**config.mk**
```make
export PLATFORM = sky130hd
export DESIGN_NAME = rzw_writer
export DESIGN_NICKNAME = d
export VERILOG_FILES = /design/src/hw/rzw_pkg.sv /design/src/hw/rzw_line_addr.sv /design/src/hw/rzw_writer.sv
export VERILOG_INCLUDE_DIRS = /design/src /design/src/hw
export SDC_FILE = /design/constraint.sdc
export NUM_CORES = 1
export LEC_CHECK = 0
export ABC_AREA = 1
export BUFFER_PORTS_ARGS = -buffer_cell sky130_fd_sc_hd__buf_2
export CORE_MARGIN = 2
export CORE_UTILIZATION = 50
export DETAILED_ROUTE_END_ITERATION = 6
export GPL_ROUTABILITY_DRIVEN = 0
export PLACE_DENSITY = 0.72
export SYNTH_ARGS = -nofsm -noshare
export SYNTH_HDL_FRONTEND = slang
export SYNTH_SLANG_ARGS = --single-unit
```
**constraint.sdc**
```tcl
create_clock -name clk_i -period 6.2 [get_ports clk_i]
set_input_delay 0.62 -clock clk_i [delete_from_list [all_inputs] [get_ports clk_i]]
set_output_delay 0.62 -clock clk_i [all_outputs]
set_load 0.1 [all_outputs]
```
**src/hw/rzw_defines.svh**
```systemverilog
// Register offsets, field positions and reset values of the resizer output writer.
`ifndef RZW_DEFINES_SVH
`define RZW_DEFINES_SVH

// ****************************************************************
// Register offsets (byte addresses)
// ****************************************************************
`define RZW_OFF_FMT        8'h00
`define RZW_OFF_RGB_WIDTH  8'h04
`define RZW_OFF_ALPHA      8'h08
`define RZW_OFF_LUMA_SET   8'h0c
`define RZW_OFF_CHROMA_SET 8'h28
`define RZW_OFF_CH2_EN     8'h44
`define RZW_OFF_STATUS     8'h48

// Offsets inside one plane set, added to the set's base.
`define RZW_SUB_BASE_H     8'h00
`define RZW_SUB_BASE_L     8'h04
`define RZW_SUB_START_H    8'h08
`define RZW_SUB_START_L    8'h0c
`define RZW_SUB_PITCH      8'h10
`define RZW_SUB_FIRST_PTR  8'h14
`define RZW_SUB_WRAP_PTR   8'h18

// ****************************************************************
// Field widths and reset values
// ****************************************************************
`define RZW_HALF_W         16
`define RZW_PTR_W          13
`define RZW_ALPHA_W        8
`define RZW_PITCH_MASK     16'hffe0
`define RZW_RST_HALF       16'h0000
`define RZW_RST_PTR        13'h0000
`define RZW_RST_WRAP       13'h1fff
`define RZW_RST_ALPHA      8'h00
`define RZW_STAT_CHROMA_LSB 16

// ****************************************************************
// Bytes per written word
// ****************************************************************
`define RZW_BYTES_1        3'h1
`define RZW_BYTES_2        3'h2
`define RZW_BYTES_4        3'h4

`endif

```
**src/hw/rzw_pkg.sv**
```systemverilog
// Types shared by the resizer output writer.
package rzw_pkg;

	typedef enum logic {
		RZW_FMT_YCC,
		RZW_FMT_RGB
	} rzw_fmt_t;

	typedef enum logic {
		RZW_RGB_32,
		RZW_RGB_16
	} rzw_rgb_width_t;

	typedef logic [31:0] rzw_addr_t;
	typedef logic [12:0] rzw_line_t;

endpackage : rzw_pkg

```
**src/hw/rzw_line_addr.sv**
```systemverilog
// Line address generator for one output plane.
`timescale 1ns/100ps
`include "rzw_defines.svh"

module rzw_line_addr (
	input  wire logic             clk_i,
	input  wire logic             srst_i,
	input  wire rzw_pkg::rzw_addr_t base_i,
	input  wire rzw_pkg::rzw_addr_t start_i,
	input  wire logic [15:0]      pitch_i,
	input  wire rzw_pkg::rzw_line_t first_ptr_i,
	input  wire rzw_pkg::rzw_line_t wrap_ptr_i,
	input  wire logic             rgb_i,
	input  wire logic             frame_start_i,
	input  wire logic             beat_i,
	input  wire logic [2:0]       bytes_i,
	input  wire logic             line_end_i,
	output rzw_pkg::rzw_addr_t    cur_addr_o,
	output rzw_pkg::rzw_line_t    line_idx_o
);
	import rzw_pkg::*;

	rzw_addr_t line_addr_q;
	rzw_addr_t col_q;
	rzw_line_t idx_q;
	rzw_addr_t col_d;
	rzw_addr_t step;

	assign cur_addr_o = line_addr_q + col_q;
	assign line_idx_o = idx_q;
	assign col_d      = col_q + (beat_i ? {29'h0, bytes_i} : 32'h0);
	// In RGB the pitch register is ignored and lines follow each other.
	assign step       = rgb_i ? col_d : {16'h0, pitch_i & `RZW_PITCH_MASK};

	// ****************************************************************
	// Column and line tracking
	// ****************************************************************
	always_ff @(posedge clk_i) begin
		if (srst_i) begin
			line_addr_q <= 32'h0;
			col_q       <= 32'h0;
			idx_q       <= `RZW_RST_PTR;
		end else if (frame_start_i) begin
			line_addr_q <= start_i;
			col_q       <= 32'h0;
			idx_q       <= first_ptr_i;
		end else if (line_end_i) begin
			col_q <= 32'h0;
			if (idx_q >= wrap_ptr_i) begin
				idx_q       <= `RZW_RST_PTR;
				line_addr_q <= base_i;
			end else begin
				idx_q       <= idx_q + 13'h1;
				line_addr_q <= line_addr_q + step;
			end
		end else begin
			col_q <= col_d;
		end
	end

endmodule : rzw_line_addr

```
**src/hw/rzw_writer.sv**
```systemverilog
// Output memory writer of the first resizer channel.
// Function
// - Width select 0: 32-bit alpha, red, green, blue.
// - Width select 1: 16-bit 5-6-5 RGB word.
// - Programmed alpha fills alpha byte in 32-bit.
// - Base address built from two 16-bit halves.
// - Start address built from two 16-bit halves.
// - Line address begins at start and steps by pitch at each line end.
// - Pitch low five bits forced to zero.
// - Pitch ignored while RGB output selected.
// - Index wraps to region start past end line.
// - Chroma plane has its own address set.
// - Format bit selects YCbCr or RGB output.
//
// Local design decisions: strobed register access and the register addresses.
`timescale 1ns/100ps
`include "rzw_defines.svh"

module rzw_writer (
	input  wire logic         clk_i,
	input  wire logic         srst_i,
	// Register port.
	input  wire logic [7:0]   reg_addr_i,
	input  wire logic [31:0]  reg_wdata_i,
	input  wire logic         reg_we_i,
	input  wire logic         reg_re_i,
	output logic [31:0]       reg_rdata_o,
	// Pixel pipeline side.
	input  wire logic         frame_start_i,
	input  wire logic         pix_valid_i,
	input  wire logic [7:0]   pix_r_i,
	input  wire logic [7:0]   pix_g_i,
	input  wire logic [7:0]   pix_b_i,
	input  wire logic [7:0]   pix_y_i,
	input  wire logic         line_end_i,
	input  wire logic         cpix_valid_i,
	input  wire logic [7:0]   cpix_c_i,
	input  wire logic         cline_end_i,
	// Memory write port, luma or RGB plane.
	output logic              ywr_valid_o,
	output rzw_pkg::rzw_addr_t ywr_addr_o,
	output logic [31:0]       ywr_data_o,
	output logic [2:0]        ywr_bytes_o,
	// Memory write port, chroma plane.
	output logic              cwr_valid_o,
	output rzw_pkg::rzw_addr_t cwr_addr_o,
	output logic [31:0]       cwr_data_o,
	output logic [2:0]        cwr_bytes_o,
	output logic              ch2_enable_o
);
	import rzw_pkg::*;

	localparam int NPLANE = 2;

	// ****************************************************************
	// Helper functions
	// ****************************************************************
	function automatic logic [7:0] set_base(input int p);
		set_base = (p == 0) ? `RZW_OFF_LUMA_SET : `RZW_OFF_CHROMA_SET;
	endfunction : set_base

	function automatic logic [31:0] pack32(input logic [7:0] a, input logic [7:0] r,
			input logic [7:0] g, input logic [7:0] b);
		pack32 = {a, r, g, b};
	endfunction : pack32

	function automatic logic [31:0] pack565(input logic [7:0] r, input logic [7:0] g,
			input logic [7:0] b);
		pack565 = {16'h0, r[7:3], g[7:2], b[7:3]};
	endfunction : pack565

	function automatic logic [31:0] zext16(input logic [15:0] v);
		zext16 = {16'h0, v};
	endfunction : zext16

	function automatic logic [31:0] zext13(input rzw_line_t v);
		zext13 = {19'h0, v};
	endfunction : zext13

	// ****************************************************************
	// Configuration registers
	// ****************************************************************
	rzw_fmt_t       fmt_q;
	rzw_rgb_width_t rgb_width_q;
	logic [7:0]     alpha_q;
	logic           ch2_en_q;
	logic [15:0]    base_h_q  [NPLANE];
	logic [15:0]    base_l_q  [NPLANE];
	logic [15:0]    start_h_q [NPLANE];
	logic [15:0]    start_l_q [NPLANE];
	logic [15:0]    pitch_q   [NPLANE];
	rzw_line_t      first_q   [NPLANE];
	rzw_line_t      wrap_q    [NPLANE];
	rzw_addr_t      cur_addr  [NPLANE];
	rzw_line_t      line_idx  [NPLANE];
	logic [31:0]    rdata_d;
	logic           rgb;

	assign rgb = (fmt_q == RZW_FMT_RGB);

	always_ff @(posedge clk_i) begin
		if (srst_i) begin
			fmt_q       <= RZW_FMT_YCC;
			rgb_width_q <= RZW_RGB_32;
			alpha_q     <= `RZW_RST_ALPHA;
			ch2_en_q    <= 1'b0;
		end else if (reg_we_i) begin
			unique case (reg_addr_i)
				`RZW_OFF_FMT: begin
					fmt_q <= rzw_fmt_t'(reg_wdata_i[0]);
				end
				`RZW_OFF_RGB_WIDTH: begin
					rgb_width_q <= rzw_rgb_width_t'(reg_wdata_i[0]);
				end
				`RZW_OFF_ALPHA: begin
					alpha_q <= reg_wdata_i[7:0];
				end
				`RZW_OFF_CH2_EN: begin
					ch2_en_q <= reg_wdata_i[0];
				end
				default: begin
				end
			endcase
		end
	end

	// Each plane keeps its own address set.
	always_ff @(posedge clk_i) begin
		if (srst_i) begin
			for (int p = 0; p < NPLANE; p++) begin
				base_h_q[p]  <= `RZW_RST_HALF;
				base_l_q[p]  <= `RZW_RST_HALF;
				start_h_q[p] <= `RZW_RST_HALF;
				start_l_q[p] <= `RZW_RST_HALF;
				pitch_q[p]   <= `RZW_RST_HALF;
				first_q[p]   <= `RZW_RST_PTR;
				wrap_q[p]    <= `RZW_RST_WRAP;
			end
		end else if (reg_we_i) begin
			for (int p = 0; p < NPLANE; p++) begin
				if (reg_addr_i == set_base(p) + `RZW_SUB_BASE_H) begin
					base_h_q[p] <= reg_wdata_i[15:0];
				end
				if (reg_addr_i == set_base(p) + `RZW_SUB_BASE_L) begin
					base_l_q[p] <= reg_wdata_i[15:0];
				end
				if (reg_addr_i == set_base(p) + `RZW_SUB_START_H) begin
					start_h_q[p] <= reg_wdata_i[15:0];
				end
				if (reg_addr_i == set_base(p) + `RZW_SUB_START_L) begin
					start_l_q[p] <= reg_wdata_i[15:0];
				end
				if (reg_addr_i == set_base(p) + `RZW_SUB_PITCH) begin
					pitch_q[p] <= reg_wdata_i[15:0] & `RZW_PITCH_MASK;
				end
				if (reg_addr_i == set_base(p) + `RZW_SUB_FIRST_PTR) begin
					first_q[p] <= reg_wdata_i[12:0];
				end
				if (reg_addr_i == set_base(p) + `RZW_SUB_WRAP_PTR) begin
					wrap_q[p] <= reg_wdata_i[12:0];
				end
			end
		end
	end

	// ****************************************************************
	// Read path
	// ****************************************************************
	always_comb begin
		rdata_d = 32'h0;
		unique case (reg_addr_i)
			`RZW_OFF_FMT:       rdata_d = {31'h0, fmt_q};
			`RZW_OFF_RGB_WIDTH: rdata_d = {31'h0, rgb_width_q};
			`RZW_OFF_ALPHA:     rdata_d = {24'h0, alpha_q};
			`RZW_OFF_CH2_EN:    rdata_d = {31'h0, ch2_en_q};
			`RZW_OFF_STATUS: begin
				rdata_d = zext13(line_idx[0]) | (zext13(line_idx[1]) << `RZW_STAT_CHROMA_LSB);
			end
			default: begin
				for (int p = 0; p < NPLANE; p++) begin
					if (reg_addr_i == set_base(p) + `RZW_SUB_BASE_H) begin
						rdata_d = zext16(base_h_q[p]);
					end
					if (reg_addr_i == set_base(p) + `RZW_SUB_BASE_L) begin
						rdata_d = zext16(base_l_q[p]);
					end
					if (reg_addr_i == set_base(p) + `RZW_SUB_START_H) begin
						rdata_d = zext16(start_h_q[p]);
					end
					if (reg_addr_i == set_base(p) + `RZW_SUB_START_L) begin
						rdata_d = zext16(start_l_q[p]);
					end
					if (reg_addr_i == set_base(p) + `RZW_SUB_PITCH) begin
						rdata_d = zext16(pitch_q[p]);
					end
					if (reg_addr_i == set_base(p) + `RZW_SUB_FIRST_PTR) begin
						rdata_d = zext13(first_q[p]);
					end
					if (reg_addr_i == set_base(p) + `RZW_SUB_WRAP_PTR) begin
						rdata_d = zext13(wrap_q[p]);
					end
				end
			end
		endcase
	end

	always_ff @(posedge clk_i) begin
		if (srst_i) begin
			reg_rdata_o <= 32'h0;
		end else if (reg_re_i) begin
			reg_rdata_o <= rdata_d;
		end else begin
			reg_rdata_o <= 32'h0;
		end
	end

	// ****************************************************************
	// Line address generators
	// ****************************************************************
	logic [2:0] ybytes;
	logic       ybeat;
	logic       cbeat;

	// RGB words are two or four bytes; YCbCr samples are one byte each.
	assign ybytes = !rgb ? `RZW_BYTES_1 :
		(rgb_width_q == RZW_RGB_16) ? `RZW_BYTES_2 : `RZW_BYTES_4;
	assign ybeat  = pix_valid_i && !frame_start_i;
	assign cbeat  = cpix_valid_i && !rgb && !frame_start_i;

	for (genvar p = 0; p < NPLANE; p++) begin : g_plane
		rzw_line_addr u_line (
			.clk_i         (clk_i),
			.srst_i        (srst_i),
			.base_i        ({base_h_q[p], base_l_q[p]}),
			.start_i       ({start_h_q[p], start_l_q[p]}),
			.pitch_i       (pitch_q[p]),
			.first_ptr_i   (first_q[p]),
			.wrap_ptr_i    (wrap_q[p]),
			.rgb_i         (rgb),
			.frame_start_i (frame_start_i),
			.beat_i        ((p == 0) ? ybeat : cbeat),
			.bytes_i       ((p == 0) ? ybytes : `RZW_BYTES_1),
			.line_end_i    ((p == 0) ? line_end_i : cline_end_i),
			.cur_addr_o    (cur_addr[p]),
			.line_idx_o    (line_idx[p])
		);
	end

	// ****************************************************************
	// Pixel packing and write ports
	// ****************************************************************
	logic [31:0] ydata;

	always_comb begin
		ydata = {24'h0, pix_y_i};
		if (rgb) begin
			if (rgb_width_q == RZW_RGB_16) begin
				ydata = pack565(pix_r_i, pix_g_i, pix_b_i);
			end else begin
				ydata = pack32(alpha_q, pix_r_i, pix_g_i, pix_b_i);
			end
		end
	end

	always_ff @(posedge clk_i) begin
		if (srst_i) begin
			ywr_valid_o <= 1'b0;
			ywr_addr_o  <= 32'h0;
			ywr_data_o  <= 32'h0;
			ywr_bytes_o <= 3'h0;
		end else begin
			ywr_valid_o <= ybeat;
			if (ybeat) begin
				ywr_addr_o  <= cur_addr[0];
				ywr_data_o  <= ydata;
				ywr_bytes_o <= ybytes;
			end
		end
	end

	always_ff @(posedge clk_i) begin
		if (srst_i) begin
			cwr_valid_o <= 1'b0;
			cwr_addr_o  <= 32'h0;
			cwr_data_o  <= 32'h0;
			cwr_bytes_o <= 3'h0;
		end else begin
			cwr_valid_o <= cbeat;
			if (cbeat) begin
				cwr_addr_o  <= cur_addr[1];
				cwr_data_o  <= {24'h0, cpix_c_i};
				cwr_bytes_o <= `RZW_BYTES_1;
			end
		end
	end

	assign ch2_enable_o = ch2_en_q;

endmodule : rzw_writer
```
# == Word-level counts from Yosys, hierarchy flattened ==
# Memories as Yosys holds them, arrays and structs flattened.
# Index checks and enable logic that the tools add are counted.
# W data, S select, Z words.
# word_totals
inputBits,89
register_bits,307
elab_cells,192
ramBits,202
n_memories,7
# mem_list
memory,depth,word_bits,rd,rd_ports_with_merged_regs,wr,line_no,source
base_h_q,2,16,2,0,2,rzw_writer.sv:87,logic [15:0] base_h_q [NPLANE];
base_l_q,2,16,2,0,2,rzw_writer.sv:88,logic [15:0] base_l_q [NPLANE];
start_h_q,2,16,2,0,2,rzw_writer.sv:89,logic [15:0] start_h_q [NPLANE];
start_l_q,2,16,2,0,2,rzw_writer.sv:90,logic [15:0] start_l_q [NPLANE];
first_q,2,13,2,0,2,rzw_writer.sv:92,rzw_line_t first_q [NPLANE];
wrap_q,2,13,2,0,2,rzw_writer.sv:93,rzw_line_t wrap_q [NPLANE];
1 more memories,-,-,-,-,-,-,
# op_classes
reduce_logical,15
mux,107
n_lt_le_gt_ge,2
bitwise_logic,16
add_sub_neg,8
eq_ne,18
# op_table
cell,count
$mux W32,23
$add A32 B32 Y32,6
$pmux W32 S5,1
$mux W16,9
$mux W13,10
$eq A8 B6 Y1 const B,8
$mux W1,59
$eq A8 B5 Y1 const B,4
$or A13 B29 Y29,1
$add A13 B1 Y13 const B,2
$ge A13 B13 Y1,2
$eq A8 B7 Y1 const B,3
$mux W11,2
$eq A8 B4 Y1 const B,2
$or A1 B1 Y1,14
$mux W3,3
$eq A8 B3 Y1 const B,1
$logic_not A8 Y1,1
$reduce_and A2 Y1,4
$reduce_or A3 Y1,2
$reduce_bool A2 Y1,2
$logic_and A1 B1 Y1,3
$logic_not A1 Y1,2
$reduce_or A2 Y1,1
$not A1 Y1,1

# == Longest topological paths before layout ==
# logic_depth
ltp_word,16
mapped_depth,30
depth_no_buf,28

# == Modules after synthesis ==
# From an unflattened synthesis, not the netlist that was laid out.
# unflattened
cells_unflattened,4071
area_unflattened_um2,30523.0
# by_module_without_submodules
mod,n_inst,cells_per_inst,area_each_um2,seq_area_each_um2
rzw_writer,1,1449,14068.5,9068.7
rzw_line_addr at g_plane[1].u_line,1,1303,8275.4,1541.5
rzw_line_addr at g_plane[0].u_line,1,1319,8179.1,1541.5

# == Worst setup path before layout ==
# Ideal clock, no wire load.
# synth_path
path_kind,input to register
startpoint,input port frame_start_i
endpoint,register g_plane[0].u_line.line_addr_q[23]
arrival_time_ns,4.277
setup_time_ns,0.070
cell_stages,27
path_slack_ns,1.853
path_cell_list,inv_1 -> nand2_1 -> clkbuf_1 -> nor2_1 -> ha_1 -> inv_1 -> fa_1 -> o22ai_4 -> nand2_2 -> nor2_2 -> nand2_2 -> nor3_2 -> nand3_1 -> xor2_1 -> nor2_1 -> ha_1 -> nand2_1 -> nor2_1 -> inv_1 -> nor2_1 -> inv_1 -> or2_1 -> nand3_1 -> nor2_1 -> o21ai_1 -> nand3_1 -> a21oi_1
# synth_between
elab_chain_cells,9
word_cells_on_any_way,10
cone_classes,add/sub (2); mux (5); reduce/logical (3)
# synth_rtl
element,line_no,source
start: declaration,rzw_writer.sv:29,"input wire logic frame_start_i,"
$logic_not A1 Y1,rzw_writer.sv:227,assign ybeat = pix_valid_i && !frame_start_i;
$logic_and A1 B1 Y1,rzw_writer.sv:227,
$mux W3,rzw_line_addr.sv:31,"assign col_d = col_q + (beat_i ? {29'h0, bytes_i} : 32'h0);"
$add A32 B32 Y32,rzw_line_addr.sv:31,
$mux W32,rzw_line_addr.sv:33,"assign step = rgb_i ? col_d : {16'h0, pitch_i & `RZW_PITCH_MASK};"
$add A32 B32 Y32,rzw_line_addr.sv:54,line_addr_q <= line_addr_q + step;
$mux W32,rzw_line_addr.sv:49,if (idx_q >= wrap_ptr_i) begin
$mux W32,rzw_line_addr.sv:47,end else if (line_end_i) begin
$mux W32,rzw_line_addr.sv:43,end else if (frame_start_i) begin
end signal: assignment,rzw_line_addr.sv:44,line_addr_q <= start_i;
end signal: assignment,rzw_line_addr.sv:51,line_addr_q <= base_i;
end signal: assignment,rzw_line_addr.sv:54,
end: declaration,rzw_line_addr.sv:23,rzw_addr_t line_addr_q;
# Several ways; a longest one is shown, not always the timed one. The select of a mux whose other input is x is not followed.
# A chain may end at the register's enable or synchronous reset.

# == Final worst setup path ==
# layout_path
startpoint,register fmt_q
endpoint,register g_plane[1].u_line.line_addr_q[15]
# layout_between
elab_chain_cells,10
# layout_rtl
element,line_no,source
start: declaration,rzw_writer.sv:83,rzw_fmt_t fmt_q;
start signal: assignment,rzw_writer.sv:110,fmt_q <= rzw_fmt_t'(reg_wdata_i[0]);
$logic_not A1 Y1,rzw_writer.sv:228,assign cbeat = cpix_valid_i && !rgb && !frame_start_i;
$logic_and A1 B1 Y1 (2 in a row),rzw_writer.sv:228,
$mux W1,rzw_line_addr.sv:31,
$add A32 B32 Y32,rzw_line_addr.sv:31,
$mux W32 *,rzw_line_addr.sv:33,
$add A32 B32 Y32 *,rzw_line_addr.sv:54,
$mux W32 *,rzw_line_addr.sv:49,
$mux W32 *,rzw_line_addr.sv:47,
$mux W32 *,rzw_line_addr.sv:43,
end signal: assignment,rzw_line_addr.sv:44,
end signal: assignment,rzw_line_addr.sv:51,
end signal: assignment,rzw_line_addr.sv:54,
end: declaration,rzw_line_addr.sv:23,
# Mark *: on every way between the ends. The rest lies on a longest branch, timed or not. The select of a mux whose other input is x is not followed.

==> out/qor.yml <==
drt_first_pass_iters: 7
worst-r2r-setup-slack_ps: 1170
hold_ws_ps: 246
core-area_um2: 60100
rsz0062_at_grt: "false"
clock_power_share: 0.392
power.net_switching_mw: 2.53
grt_pass1_vias: 27211
critPathCaptureType: "flip-flop"
final_common_cell: "nand2_1"
grt_max_degree: 76
async_flop_share: 0
synth_cells: 4030
p_comb_frac: 0.149
via_count: 29774
cts_resized: 0
clockBufferDepth: 3
worst_ep_required_time_ps: 6760
pin_count: 258
max_freq_mhz: 199
synth_top_family_by_area: "simple AND/OR/NAND/NOR gates"
port-buffer-count: 212
path_class: "reg -> reg"
whs_path_depth: 3
place_ws_ps: 1100
cts_tree: "done"
grt_pass1_wl_um: 161000
post-route-period-util: 0.811
avgSynthCellArea_um2: 7.53
p_sw_frac: 0.306
fin_ws_ps: 1170
reg2reg_to: "g_plane[1].u_line.line_addr_q[15]"
synthMuxAreaShare: 0
tns_ps: 0
path_clk_slew_ps: 60
cts_root_buf: "clkbuf_16"
clk_latency_ps: 640
post_drt_via_cell_ratio: 5.92
n_antenna_cell: 0
min_period_ps: 5030
synthFlopType: "dfxtp_1"
multiInputGateArea_um2: 15900
synth_edf_count: 202
synth_largest_area_cell: "dfxtp_1"
initial_core_util: 0.504
layout_common_cells: "780 x nand2_1, 566 x nor2_1, 419 x inv_1"
synth-compound-area-share: 0.165
r2r_start: "fmt_q"
slew-limit-headroom: 0.0249
syn-cell-area_um2: 30300
reg2reg_depth: 24
track_usage: 0.332
worst_slew_pin_slew_ps: 1450
antenna_found_initial: 3
fillCellCount: 5726
hpwl_um: 81200
die_y_um: 250
synthTopCellsByArea: "dfxtp_1 20%, edfxtp_1 20%, nand2_1 9.7%"
synth_top_area_frac: 0.201
hold_path.class: "in -> reg"
overflow: 0
leakage_nw: 14.6
htreeDepth: 2
synth-seq-cells: 506
dieArea_um2: 62600
drv_cap: 0
synthAdderAreaFrac: 0.0681
regArea_um2: 12200
cp.arrival_ps: 5590
cts_setup_buffers: 0
synth_xor_area_frac: 0.0335
status: "finished clean"
start_kind: "flip-flop"
yosys_warnings: 0
cts.sinks: 506
crit_fanout: 22
rows: 90
synth_cell_type_count: 67
cts_hold_buf: 0
p_per_area_nw_per_um2: 244
setup_viol: 0
synth-seq-area-share: 0.401
die-width_um: 250
hold_viol: 0
p_int_mw: 5.72
drive_gt1_frac: 0.105
nNetsFinal: 4452
skew_ps: 36.8
cts_buffers: 54
area_growth_pct: 11.2
drcViolationCount: 0
pwr-share-seq: 0.459
drt_wl_total_um: 107000
ir_worst_vdd_uv: 247
synth-simple-area-share: 0.253
holdPathEnd: "ywr_data_o[16]"
wl_per_cell_um: 21.2
detail_route.iter0.violations: 3711
report.final.slew_viol_count: 0
min_from: "pix_r_i[0]"
antenna_left: 0
metrics by stage:
step / instance area (um^2) / instances / power, mW / utilization
5_1_grt: 33700 / 5027 / 8.46 / 0.561
4_1_cts: 33700 / 5027 / 8.21 / 0.561
6_report: 33700 / 5027 / 8.24 / 0.561
3_3_place_gp: 32000 / 4927 / 5.02 / 0.532
2_1_floorplan: 30400 / 4058 / 4.66 / -
3_5_place_dp: 32000 / 4927 / 5.03 / 0.532
state kept, by name, indices dropped and copies added (netlist names), 22 cells and up:
name	count
base_l_q	32
g_plane.u_line.line_addr_q	64
start_h_q	32
ywr_data_o	32
ywr_addr_o	32
reg_rdata_o	29
g_plane.u_line.col_q	64
start_l_q	32
base_h_q	32
first_q	26
pitch_q	22
wrap_q	26
g_plane.u_line.line_idx_o	26
cwr_addr_o	32
synth_stat cells, types with 80 or more instances:
master and n:
edfxtp_1 202, ha_1 157, nand2_1 781, o21ai_0 243
dfxtp_1 304, nor2_1 569, nand3_1 203, inv_1 421
nand4_1 82, a21oi_1 313, a22oi_1 80, clkbuf_1 89
critical path: stages (launching register included):
cell,delay (ps)
dfxtp_1,320
buf_4,200
inv_2,380
nand3_1,400
inv_2,150
ha_1,190
ha_1,200
nand3_2,100
inv_2,80
nand4_2,120
nor3_4,280
nand3_1,130
xor2_1,370
o21ai_0,140
ha_1,400
nand2_1,110
nor2_1,130
inv_1,70
nor3_1,200
nand2_1,100
nand2_1,120
nor2_1,50
o21ai_0,410
o211ai_1,150
a21oi_1,150
cells by family after synthesis:
family                   count (synthesis)
flip-flops                             506
XOR/XNOR                               116
buffers and inverters                  603
AO/OA/AOI/OAI                          855
AND/OR/NAND/NOR                       1787
adder cells (fa/ha/maj)                162
other                                    1
final cells by class:
cell class              instances  area share
clock buffers                  82      0.0451
clock inverters                18     0.00616
inverters                     446      0.0496
multi-input cells            2949       0.471
flip-flops and latches        506       0.360
well taps                     782      0.0290
repair buffers                244      0.0387
worst max-delay path by stage:
stage             startpoint                                end  slack (ps)
3_3_place_gp   frame_start_i  g_plane[0].u_line.line_addr_q[24]        1140
3_5_place_dp   frame_start_i  g_plane[0].u_line.line_addr_q[24]        1100
6_report               fmt_q  g_plane[1].u_line.line_addr_q[15]        1170
4_1_cts                fmt_q  g_plane[1].u_line.line_addr_q[15]        1300
2_1_floorplan  frame_start_i  g_plane[0].u_line.line_addr_q[23]        1850
5_1_grt                fmt_q  g_plane[1].u_line.line_addr_q[23]         720
per-layer routing:
layer | up-vias | part of all wire | track usage
met3 | 348 | 0.12 | 0.0767
met5 | - | 0.00012 | 0
met1 | 13725 | 0.40 | 0.448
met2 | 1782 | 0.43 | 0.504
li1 | 13917 | - | -
met4 | 2 | 0.054 | 0.157
power groups by stage:
stage | clock network, mW | logic [mW] | registers (mW)
finish | 3.23 | 1.23 | 3.78
global route | 3.36 | 1.32 | 3.78
CTS | 3.24 | 1.20 | 3.77
detailed placement | 0 | 1.20 | 3.84
global placement | 0 | 1.19 | 3.83
floorplan | 0 | 0.662 | 4.00
(Power assumes the default switching activity.)
